[src/arc_pkg.sv]
/*
 Constants for the converter result, compare and configuration registers.
 Assumes a 32-bit AXI4-Lite register bus, one register per aligned word.
*/
package arc_pkg;
    localparam int ARC_AW = 5;
    localparam logic [4:0] ARC_OFF_RES_HI = 5'h00;
    localparam logic [4:0] ARC_OFF_RES_LO = 5'h04;
    localparam logic [4:0] ARC_OFF_CMP_HI = 5'h08;
    localparam logic [4:0] ARC_OFF_CMP_LO = 5'h0c;
    localparam logic [4:0] ARC_OFF_CFG = 5'h10;
    localparam logic [4:0] ARC_OFF_PIN = 5'h14;
    localparam logic [4:0] ARC_OFF_STAT = 5'h18;
    localparam int ARC_CFG_LPC = 7;
    localparam int ARC_CFG_DIV = 5;
    localparam int ARC_CFG_SMP = 4;
    localparam int ARC_CFG_MODE = 2;
    localparam int ARC_CFG_CLK = 0;
    localparam int ARC_ST_CONVERSION_COMPLETE_FLAG = 7;
    localparam int ARC_ST_CMPEN = 5;
    localparam int ARC_ST_GT = 4;
    localparam logic [7:0] ARC_CFG_RST = 8'h00;
    localparam logic [7:0] ARC_PIN_RST = 8'h00;
    localparam logic [7:0] ARC_CMP_RST = 8'h00;
    localparam logic [11:0] ARC_RES_RST = 12'h000;
    localparam logic [11:0] ARC_MASK_8 = 12'h0ff;
    localparam logic [11:0] ARC_MASK_10 = 12'h3ff;
    localparam logic [11:0] ARC_MASK_12 = 12'hfff;
    localparam logic [11:0] ARC_ONE = 12'h001;
    localparam logic [1:0] ARC_RESP_OKAY = 2'h0;
    localparam logic [1:0] ARC_RESP_SLVERR = 2'h2;
    typedef enum logic [1:0] {
        ARC_MODE_8 = 2'h0,
        ARC_MODE_12 = 2'h1,
        ARC_MODE_10 = 2'h2,
        ARC_MODE_RSV = 2'h3
    } arc_mode_t;
endpackage

[src/arc_adc_regs.sv]
/*
 Register side of a successive approximation converter: result capture,
 high/low read interlock, automatic compare, configuration and pin control.
 Assumes the converter core pulses i_conv_done for one cycle with the raw
 result, right aligned to the active resolution, on i_conv_result.
// Function
// - High result byte holds result bits 11:8 (12-bit) or 9:8 (10-bit)
// - Result bits 11:10 read zero in 10-bit, 11:8 in 8-bit mode
// - Results load every completion unless compare enabled and condition fails
// - On compare event store result plus two's complement of compare value
// - In 12/10-bit mode high byte read blocks transfers until low byte read
// - Conversion completing while blocked is discarded
// - In 8-bit mode high byte read does not block transfers
// - Changing resolution mode invalidates both result bytes
// - Low result byte holds bits 7:0, or whole 8-bit result
// - Compare high holds bits 11:8 or 9:8, checked against upper result bits
// - In 8-bit mode compare ignores the compare high register
// - Compare value bits 7:0 checked against result bits 7:0 in every mode
// - Configuration bit 7 selects high speed (0) or low power (1)
// - Configuration bits 6:5 divide input clock by 1, 2, 4 or 8
// - Configuration bit 4 selects short (0) or long (1) sample time
// - Configuration bits 3:2 select 8, 12, 10-bit; 11 reserved
// - Configuration bits 1:0 select bus, bus/2, alternate or async clock
// - Pin disable bit n governs channel n pin 0-7, reset 0
// - Completion flag clears on status write or low result byte read
// - Compare true on result below value, or at/above when greater enabled
// - Set pin bit forces high impedance, no pullup, no input; reads zero
*/
// The placing of the registers and the AXI4-Lite interface to the registers are this design's own decisions.
`timescale 1ns/1ps
`default_nettype none
module arc_adc_regs
    import arc_pkg::*;
#(
    parameter int ADDR_W = 32
)(
    input wire logic i_clk,
    input wire logic i_rst_n,
    input wire logic i_awvalid,
    output logic o_awready,
    input wire logic [ADDR_W-1:0] i_awaddr,
    input wire logic [2:0] i_awprot,
    input wire logic i_wvalid,
    output logic o_wready,
    input wire logic [31:0] i_wdata,
    input wire logic [3:0] i_wstrb,
    output logic o_bvalid,
    input wire logic i_bready,
    output logic [1:0] o_bresp,
    input wire logic i_arvalid,
    output logic o_arready,
    input wire logic [ADDR_W-1:0] i_araddr,
    input wire logic [2:0] i_arprot,
    output logic o_rvalid,
    input wire logic i_rready,
    output logic [31:0] o_rdata,
    output logic [1:0] o_rresp,
    input wire logic i_conv_done,
    input wire logic [11:0] i_conv_result,
    input wire logic [7:0] i_port_pin,
    output logic o_low_power,
    output logic [1:0] o_clk_div,
    output logic o_long_sample,
    output logic [1:0] o_mode,
    output logic [1:0] o_clk_sel,
    output logic [7:0] o_pin_disable,
    output logic [7:0] o_port_read,
    output logic o_conv_complete
);

    function automatic logic [11:0] res_mask(input logic [1:0] mode);
        case (mode)
            ARC_MODE_8: res_mask = ARC_MASK_8;
            ARC_MODE_10: res_mask = ARC_MASK_10;
            default: res_mask = ARC_MASK_12;
        endcase
    endfunction

    function automatic logic mapped(input logic [ADDR_W-1:0] a);
        logic [ARC_AW-1:0] o;
        o = a[ARC_AW-1:0];
        mapped = (o == ARC_OFF_RES_HI) || (o == ARC_OFF_RES_LO) ||
            (o == ARC_OFF_CMP_HI) || (o == ARC_OFF_CMP_LO) ||
            (o == ARC_OFF_CFG) || (o == ARC_OFF_PIN) || (o == ARC_OFF_STAT);
    endfunction

    logic awready_q;
    logic wready_q;
    logic aw_full_q;
    logic w_full_q;
    logic [ADDR_W-1:0] waddr_q;
    logic [7:0] wdata_q;
    logic wstrb_q;
    logic bvalid_q;
    logic [1:0] bresp_q;
    logic arready_q;
    logic rvalid_q;
    logic [31:0] rdata_q;
    logic [1:0] rresp_q;
    logic [11:0] res_q;
    logic lock_q;
    logic conversion_complete_flag_q;
    logic cmpen_q;
    logic gt_q;
    logic [7:0] cvh_q;
    logic [7:0] cvl_q;
    logic [7:0] cfg_q;
    logic [7:0] pin_q;
    logic [7:0] port_q;
    logic wr_go;
    logic rd_go;
    logic [ARC_AW-1:0] woff;
    logic [ARC_AW-1:0] roff;
    logic wr_en;
    logic cfg_wr;
    logic stat_wr;
    logic mode_chg;
    logic rd_hi;
    logic rd_lo;
    logic [1:0] mode;
    logic [11:0] mask;
    logic [11:0] res;
    logic [11:0] cv;
    logic [11:0] diff;
    logic cond;
    logic accept;
    logic load;
    assign wr_go = aw_full_q && w_full_q && !bvalid_q;
    assign woff = waddr_q[ARC_AW-1:0];
    assign wr_en = wr_go && wstrb_q;
    assign cfg_wr = wr_en && (woff == ARC_OFF_CFG);
    assign stat_wr = wr_en && (woff == ARC_OFF_STAT);
    assign mode = cfg_q[ARC_CFG_MODE+:2];
    assign mode_chg = cfg_wr && (wdata_q[ARC_CFG_MODE+:2] != mode);
    assign rd_go = i_arvalid && arready_q;
    assign roff = i_araddr[ARC_AW-1:0];
    assign rd_hi = rd_go && (roff == ARC_OFF_RES_HI);
    assign rd_lo = rd_go && (roff == ARC_OFF_RES_LO);

    // Compare value is masked, so 8-bit mode never sees the high byte
    assign mask = res_mask(mode);
    assign res = i_conv_result & mask;
    assign cv = {cvh_q[3:0], cvl_q} & mask;
    assign cond = gt_q ? (res >= cv) : (res < cv);
    assign diff = (res + ~cv + ARC_ONE) & mask;
    assign accept = i_conv_done && (!cmpen_q || cond);
    assign load = accept && !lock_q;

    // Write address and data are taken independently, in either order
    always_ff @(posedge i_clk)
    begin
        if (!i_rst_n)
        begin
            awready_q <= 1'b1;
            aw_full_q <= 1'b0;
            waddr_q <= '0;
        end
        else if (i_awvalid && awready_q)
        begin
            awready_q <= 1'b0;
            aw_full_q <= 1'b1;
            waddr_q <= i_awaddr;
        end
        else if (wr_go)
        begin
            aw_full_q <= 1'b0;
        end
        else if (bvalid_q && i_bready)
        begin
            awready_q <= 1'b1;
        end
    end

    always_ff @(posedge i_clk)
    begin
        if (!i_rst_n)
        begin
            wready_q <= 1'b1;
            w_full_q <= 1'b0;
            wdata_q <= '0;
            wstrb_q <= 1'b0;
        end
        else if (i_wvalid && wready_q)
        begin
            wready_q <= 1'b0;
            w_full_q <= 1'b1;
            wdata_q <= i_wdata[7:0];
            wstrb_q <= i_wstrb[0];
        end
        else if (wr_go)
        begin
            w_full_q <= 1'b0;
        end
        else if (bvalid_q && i_bready)
        begin
            wready_q <= 1'b1;
        end
    end

    always_ff @(posedge i_clk)
    begin
        if (!i_rst_n)
        begin
            bvalid_q <= 1'b0;
            bresp_q <= ARC_RESP_OKAY;
        end
        else if (wr_go)
        begin
            bvalid_q <= 1'b1;
            bresp_q <= mapped(waddr_q) ? ARC_RESP_OKAY : ARC_RESP_SLVERR;
        end
        else if (bvalid_q && i_bready)
        begin
            bvalid_q <= 1'b0;
        end
    end

    // Writable registers; lane 0 carries all eight bits
    always_ff @(posedge i_clk)
    begin
        if (!i_rst_n)
        begin
            cvh_q <= ARC_CMP_RST;
            cvl_q <= ARC_CMP_RST;
            cfg_q <= ARC_CFG_RST;
            pin_q <= ARC_PIN_RST;
            cmpen_q <= 1'b0;
            gt_q <= 1'b0;
        end
        else if (wr_en)
        begin
            case (woff)
                ARC_OFF_CMP_HI: cvh_q <= wdata_q;
                ARC_OFF_CMP_LO: cvl_q <= wdata_q;
                ARC_OFF_CFG: cfg_q <= wdata_q;
                ARC_OFF_PIN: pin_q <= wdata_q;
                ARC_OFF_STAT:
                begin
                    cmpen_q <= wdata_q[ARC_ST_CMPEN];
                    gt_q <= wdata_q[ARC_ST_GT];
                end
                default: ;
            endcase
        end
    end

    // A result dropped while blocked never raises the flag
    always_ff @(posedge i_clk)
    begin
        if (!i_rst_n)
        begin
            conversion_complete_flag_q <= 1'b0;
        end
        else if (load)
        begin
            conversion_complete_flag_q <= 1'b1;
        end
        else if (stat_wr || rd_lo)
        begin
            conversion_complete_flag_q <= 1'b0;
        end
    end

    // Mode change wipes stale data rather than leaving mixed-width bits
    always_ff @(posedge i_clk)
    begin
        if (!i_rst_n)
        begin
            res_q <= ARC_RES_RST;
        end
        else if (mode_chg)
        begin
            res_q <= ARC_RES_RST;
        end
        else if (load)
        begin
            res_q <= cmpen_q ? diff : res;
        end
    end

    always_ff @(posedge i_clk)
    begin
        if (!i_rst_n)
        begin
            lock_q <= 1'b0;
        end
        else if (rd_lo || mode_chg)
        begin
            lock_q <= 1'b0;
        end
        else if (rd_hi && (mode == ARC_MODE_12 || mode == ARC_MODE_10))
        begin
            lock_q <= 1'b1;
        end
    end

    always_ff @(posedge i_clk)
    begin
        if (!i_rst_n)
        begin
            arready_q <= 1'b1;
            rvalid_q <= 1'b0;
            rdata_q <= '0;
            rresp_q <= ARC_RESP_OKAY;
        end
        else if (rd_go)
        begin
            arready_q <= 1'b0;
            rvalid_q <= 1'b1;
            rresp_q <= mapped(i_araddr) ? ARC_RESP_OKAY : ARC_RESP_SLVERR;
            case (roff)
                ARC_OFF_RES_HI: rdata_q <= {28'h0, res_q[11:8]};
                ARC_OFF_RES_LO: rdata_q <= {24'h0, res_q[7:0]};
                ARC_OFF_CMP_HI: rdata_q <= {24'h0, cvh_q};
                ARC_OFF_CMP_LO: rdata_q <= {24'h0, cvl_q};
                ARC_OFF_CFG: rdata_q <= {24'h0, cfg_q};
                ARC_OFF_PIN: rdata_q <= {24'h0, pin_q};
                ARC_OFF_STAT: rdata_q <= {24'h0, conversion_complete_flag_q, 1'b0, cmpen_q, gt_q, 4'h0};
                default: rdata_q <= '0;
            endcase
        end
        else if (rvalid_q && i_rready)
        begin
            arready_q <= 1'b1;
            rvalid_q <= 1'b0;
        end
    end

    // Port read of a disabled pin returns zero
    always_ff @(posedge i_clk)
    begin
        if (!i_rst_n)
        begin
            port_q <= '0;
        end
        else
        begin
            port_q <= i_port_pin & ~pin_q;
        end
    end

    assign o_awready = awready_q;
    assign o_wready = wready_q;
    assign o_bvalid = bvalid_q;
    assign o_bresp = bresp_q;
    assign o_arready = arready_q;
    assign o_rvalid = rvalid_q;
    assign o_rdata = rdata_q;
    assign o_rresp = rresp_q;
    assign o_low_power = cfg_q[ARC_CFG_LPC];
    assign o_clk_div = cfg_q[ARC_CFG_DIV+:2];
    assign o_long_sample = cfg_q[ARC_CFG_SMP];
    assign o_mode = cfg_q[ARC_CFG_MODE+:2];
    assign o_clk_sel = cfg_q[ARC_CFG_CLK+:2];
    assign o_pin_disable = pin_q;
    assign o_port_read = port_q;
    assign o_conv_complete = conversion_complete_flag_q;
endmodule // arc_adc_regs
`default_nettype wire

[config.mk]
export PLATFORM = sky130hd
export DESIGN_NAME = arc_adc_regs
export DESIGN_NICKNAME = d
export VERILOG_FILES = /design/src/arc_pkg.sv /design/src/arc_adc_regs.sv
export SDC_FILE = /design/constraint.sdc
export NUM_CORES = 1
export LEC_CHECK = 0
export BUFFER_PORTS_ARGS = -buffer_cell sky130_fd_sc_hd__buf_2
export CAP_MARGIN = 40
export CORE_ASPECT_RATIO = 1.75
export CORE_MARGIN = 1.5
export CORE_UTILIZATION = 35
export CTS_BUF_LIST = sky130_fd_sc_hd__clkbuf_4
export DETAILED_ROUTE_END_ITERATION = 6
export GPL_TIMING_DRIVEN = 0
export PLACE_DENSITY_LB_ADDON = 0.3
export SETUP_SLACK_MARGIN = 0.1
export SYNTH_ARGS = -nofsm -noshare
export SYNTH_HDL_FRONTEND = slang
export SYNTH_SLANG_ARGS = --single-unit
[constraint.sdc]
create_clock -name i_clk -period 3.7 [get_ports i_clk]
set_input_delay 0.555 -clock i_clk [delete_from_list [all_inputs] [get_ports i_clk]]
set_output_delay 0.555 -clock i_clk [all_outputs]
set_load 0.02 [all_outputs]
==> impl_metrics.tcl <==
set metrics [dict create \
    synth-async-reset-ratio 0 \
    drt-initial-drc-count 199 \
    power_mw 1.828 \
    synth_top_area_frac 0.3786 \
    dp_hpwl_um 10810 \
    pin_count 200 \
    layout_setup_ws_ps 385.8 \
    postSynthAreaPerCell_um2 8.648 \
    path_cells "inv_1, ha_1, inv_1, nand2_1, ha_1, a21oi_2, o21bai_1, a221o_1, nor4_1, and4bb_4, buf_4, o21ai_0, o211a_1" \
    gp_congestion 0.8691 \
    wl_per_cell_um 16.14 \
    p_per_area_nw_per_um2 332.3 \
    ys_ff_latch 87 \
    fin_crit_ps 3314 \
    fp.dieH_um 154.7 \
    grt_overflow 0 \
    dr.pass1.iters 4 \
    final_cell_mix "nand2_1 (95), buf_2 (90), dfxtp_1 (87), nor2b_1 (36), a21boi_0 (34)" \
    grtUsageTotal 0.1989 \
    status "finished clean" \
    via_per_inst 4.916 \
    critPathMaxFanout 10 \
    coreArea_um2 12870 \
    finalMaxSlewViolations 0 \
    dp_slack_ps 324.2 \
    cts.sinks 87 \
    cp.arrival_ps 3720 \
    skew_ps 29.62 \
    numCtsBuffers 9 \
    cts_tree "yes" \
    grt_pass1_vias 3919 \
    hold_ws_ps 304.3 \
    worst_pin_slew_ps 900.5 \
    p_leak_nw 2.372 \
    r2r_setup_slack_ps 390 \
    cts_setup_buffers 0 \
    fin_area_um2 5503 \
    placed_cell_area_um2 5349 \
    synthCells 532 \
    dieArea_um2 13870 \
    worstPathRequired_ps 4100 \
    syn_area_um2 4601 \
    startpoint_type "flop" \
    final_common_cell "nand2_1" \
    area_delta_synth_final_pct 19.61 \
    clock_latency_ps 440 \
    grt_max_degree 17 \
    yosys_most_used_dff "dfxtp_1" \
    rsz0062_at_grt "false" \
    grt_pass1_wl_um 20590 \
    critPathMaxStageDelay_ps 510 \
    fin_crit_sh 0.8957 \
    wl_um 13450 \
    antenna_found_initial 1 \
    synthTopCellsByArea "dfxtp_1 (38%), nand2_1 (7.8%), mux2i_1 (6.3%)" \
    synth_warnings 0 \
    die_w_um 89.67 \
    synth.distinct_cells 56 \
    endpoint_kind "flop" \
    hold_viol 0 \
    start_util 0.3575 \
    ir_drop_mv 0.2825 \
    finish.utilization 0.4276 \
    fin_nets 805 \
    placed_cells 816 \
    synth_edf_count 0 \
    fin_tns_setup_ps 0 \
    drc 0 \
    max_freq_mhz 301.7 \
    clockBufferDepth 2 \
    crit_type "flop to flop" \
    num_rows 55 \
    drive_gt1_frac 0.2375 \
    clk_pin_slew_worst_paths_ps 160 \
    stdcell_count 833 \
    crit_path_top_delay_cell "dfxtp_1" \
    relSlewSlack 0.3951 \
    postRouteAntennaNets 0 \
    yosysSeqAreaShare 0.3786 \
    max-cap-violations 0 \
    io_buffers 86 \
    hp-class "input pin to flop" \
    setup_viol 0 \
    cts_root_buffer "clkbuf_4" \
    yosys.area.top_type "dfxtp_1" \
    htreeDepth 3 \
    route.vias.total 4095 \
]
final timing paths:
check,start,to,cells after the start
worst min register to register,cvh_q[4]$_SDFFE_PN0P_,cvh_q[4]$_SDFFE_PN0P_,2
worst max register to register,cfg_q[2]$_SDFFE_PN0P_,res_q[8]$_SDFFE_PP0P_,13
worst max-delay path,cfg_q[2]$_SDFFE_PN0P_,res_q[8]$_SDFFE_PP0P_,13
worst min-delay path,i_port_pin[7],o_port_read[7]$_SDFF_PN0_,3
Yosys cell counts, types with 3 or more instances:
master / count
nand2_1: 95
dfxtp_1: 87
nor2b_1: 36
a21boi_0: 34
a21oi_1: 33
mux2i_1: 29
buf_4: 28
nor2_1: 24
inv_1: 19
ha_1: 14
clkbuf_1: 12
a22oi_1: 11
o21ai_0: 10
nand2b_1: 8
xnor2_1: 7
nand3_1: 6
a211oi_1: 5
mux2_2: 5
a22o_1: 4
and2_1: 4
mux4_2: 4
nand4_1: 4
nor3_1: 4
buf_1: 3
nor3b_1: 3
critical path: cells and delay by family, from the launching register on:
family / cells / cell delay, ps
AO/OA/AOI/OAI: 5 / 1070
adder cells (fa/ha/maj): 2 / 650
buffers and inverters: 3 / 400
flip-flops: 1 / 510
AND/OR/NAND/NOR: 3 / 620
logic make-up after synthesis:
group / after synthesis / share of synthesized area
compound gates: 116 / 0.1719
fa+ha+maj: 15 / 0.04243
other cells: 1 / 0.0008151
mux: 38 / 0.09491
buf+inv: 65 / 0.07805
xor+xnor: 9 / 0.01713
flops: 87 / 0.3786
simple gates: 201 / 0.2162
cell type report:
cell class	count	area, µm²
timing repair buffer	88	440.4
fill	1346	7366
antenna	1	2.502
inverter	19	71.32
multi-input combinational	405	2596
buffer	46	287.8
clock buffer	10	75.07
sequential	87	1742
tap	171	214.0
clock inverter	6	73.82
routing by layer:
metal / part of all wire / global-route usage / wire (µm)
met5: 0 / 0 / 0
met4: 0.034 / 0.09451 / 456
met3: 0.049 / 0.02988 / 663
met2: 0.53 / 0.3561 / 7070
met1: 0.39 / 0.2212 / 5254
flip-flops by register name, indices dropped and copies added, names as in the netlist:
signal           cells
aw_full_q            1
cmpen_q              1
o_rdata              8
o_arready            1
o_rresp              1
wdata_q              8
o_pin_disable        8
o_bresp              1
w_full_q             1
o_port_read          8
o_awready            1
lock_q               1
res_q               12
o_wready             1
cfg_q                8
gt_q                 1
cvh_q                8
cvl_q                8
o_conv_complete      1
o_rvalid             1
wstrb_q              1
waddr_q              5
o_bvalid             1
where the power goes:
| group | switching [mW] | internal, mW |
|---|---|---|
| Sequential | 0.0272 | 0.966 |
| Clock | 0.350 | 0.223 |
| Combinational | 0.152 | 0.110 |
repair_timing:
action,CTS,global route
hold buffers,0,0
gates resized for setup,0,1
setup endpoints to repair,0,1
Note: power is estimated with default switching activity, not from simulation.
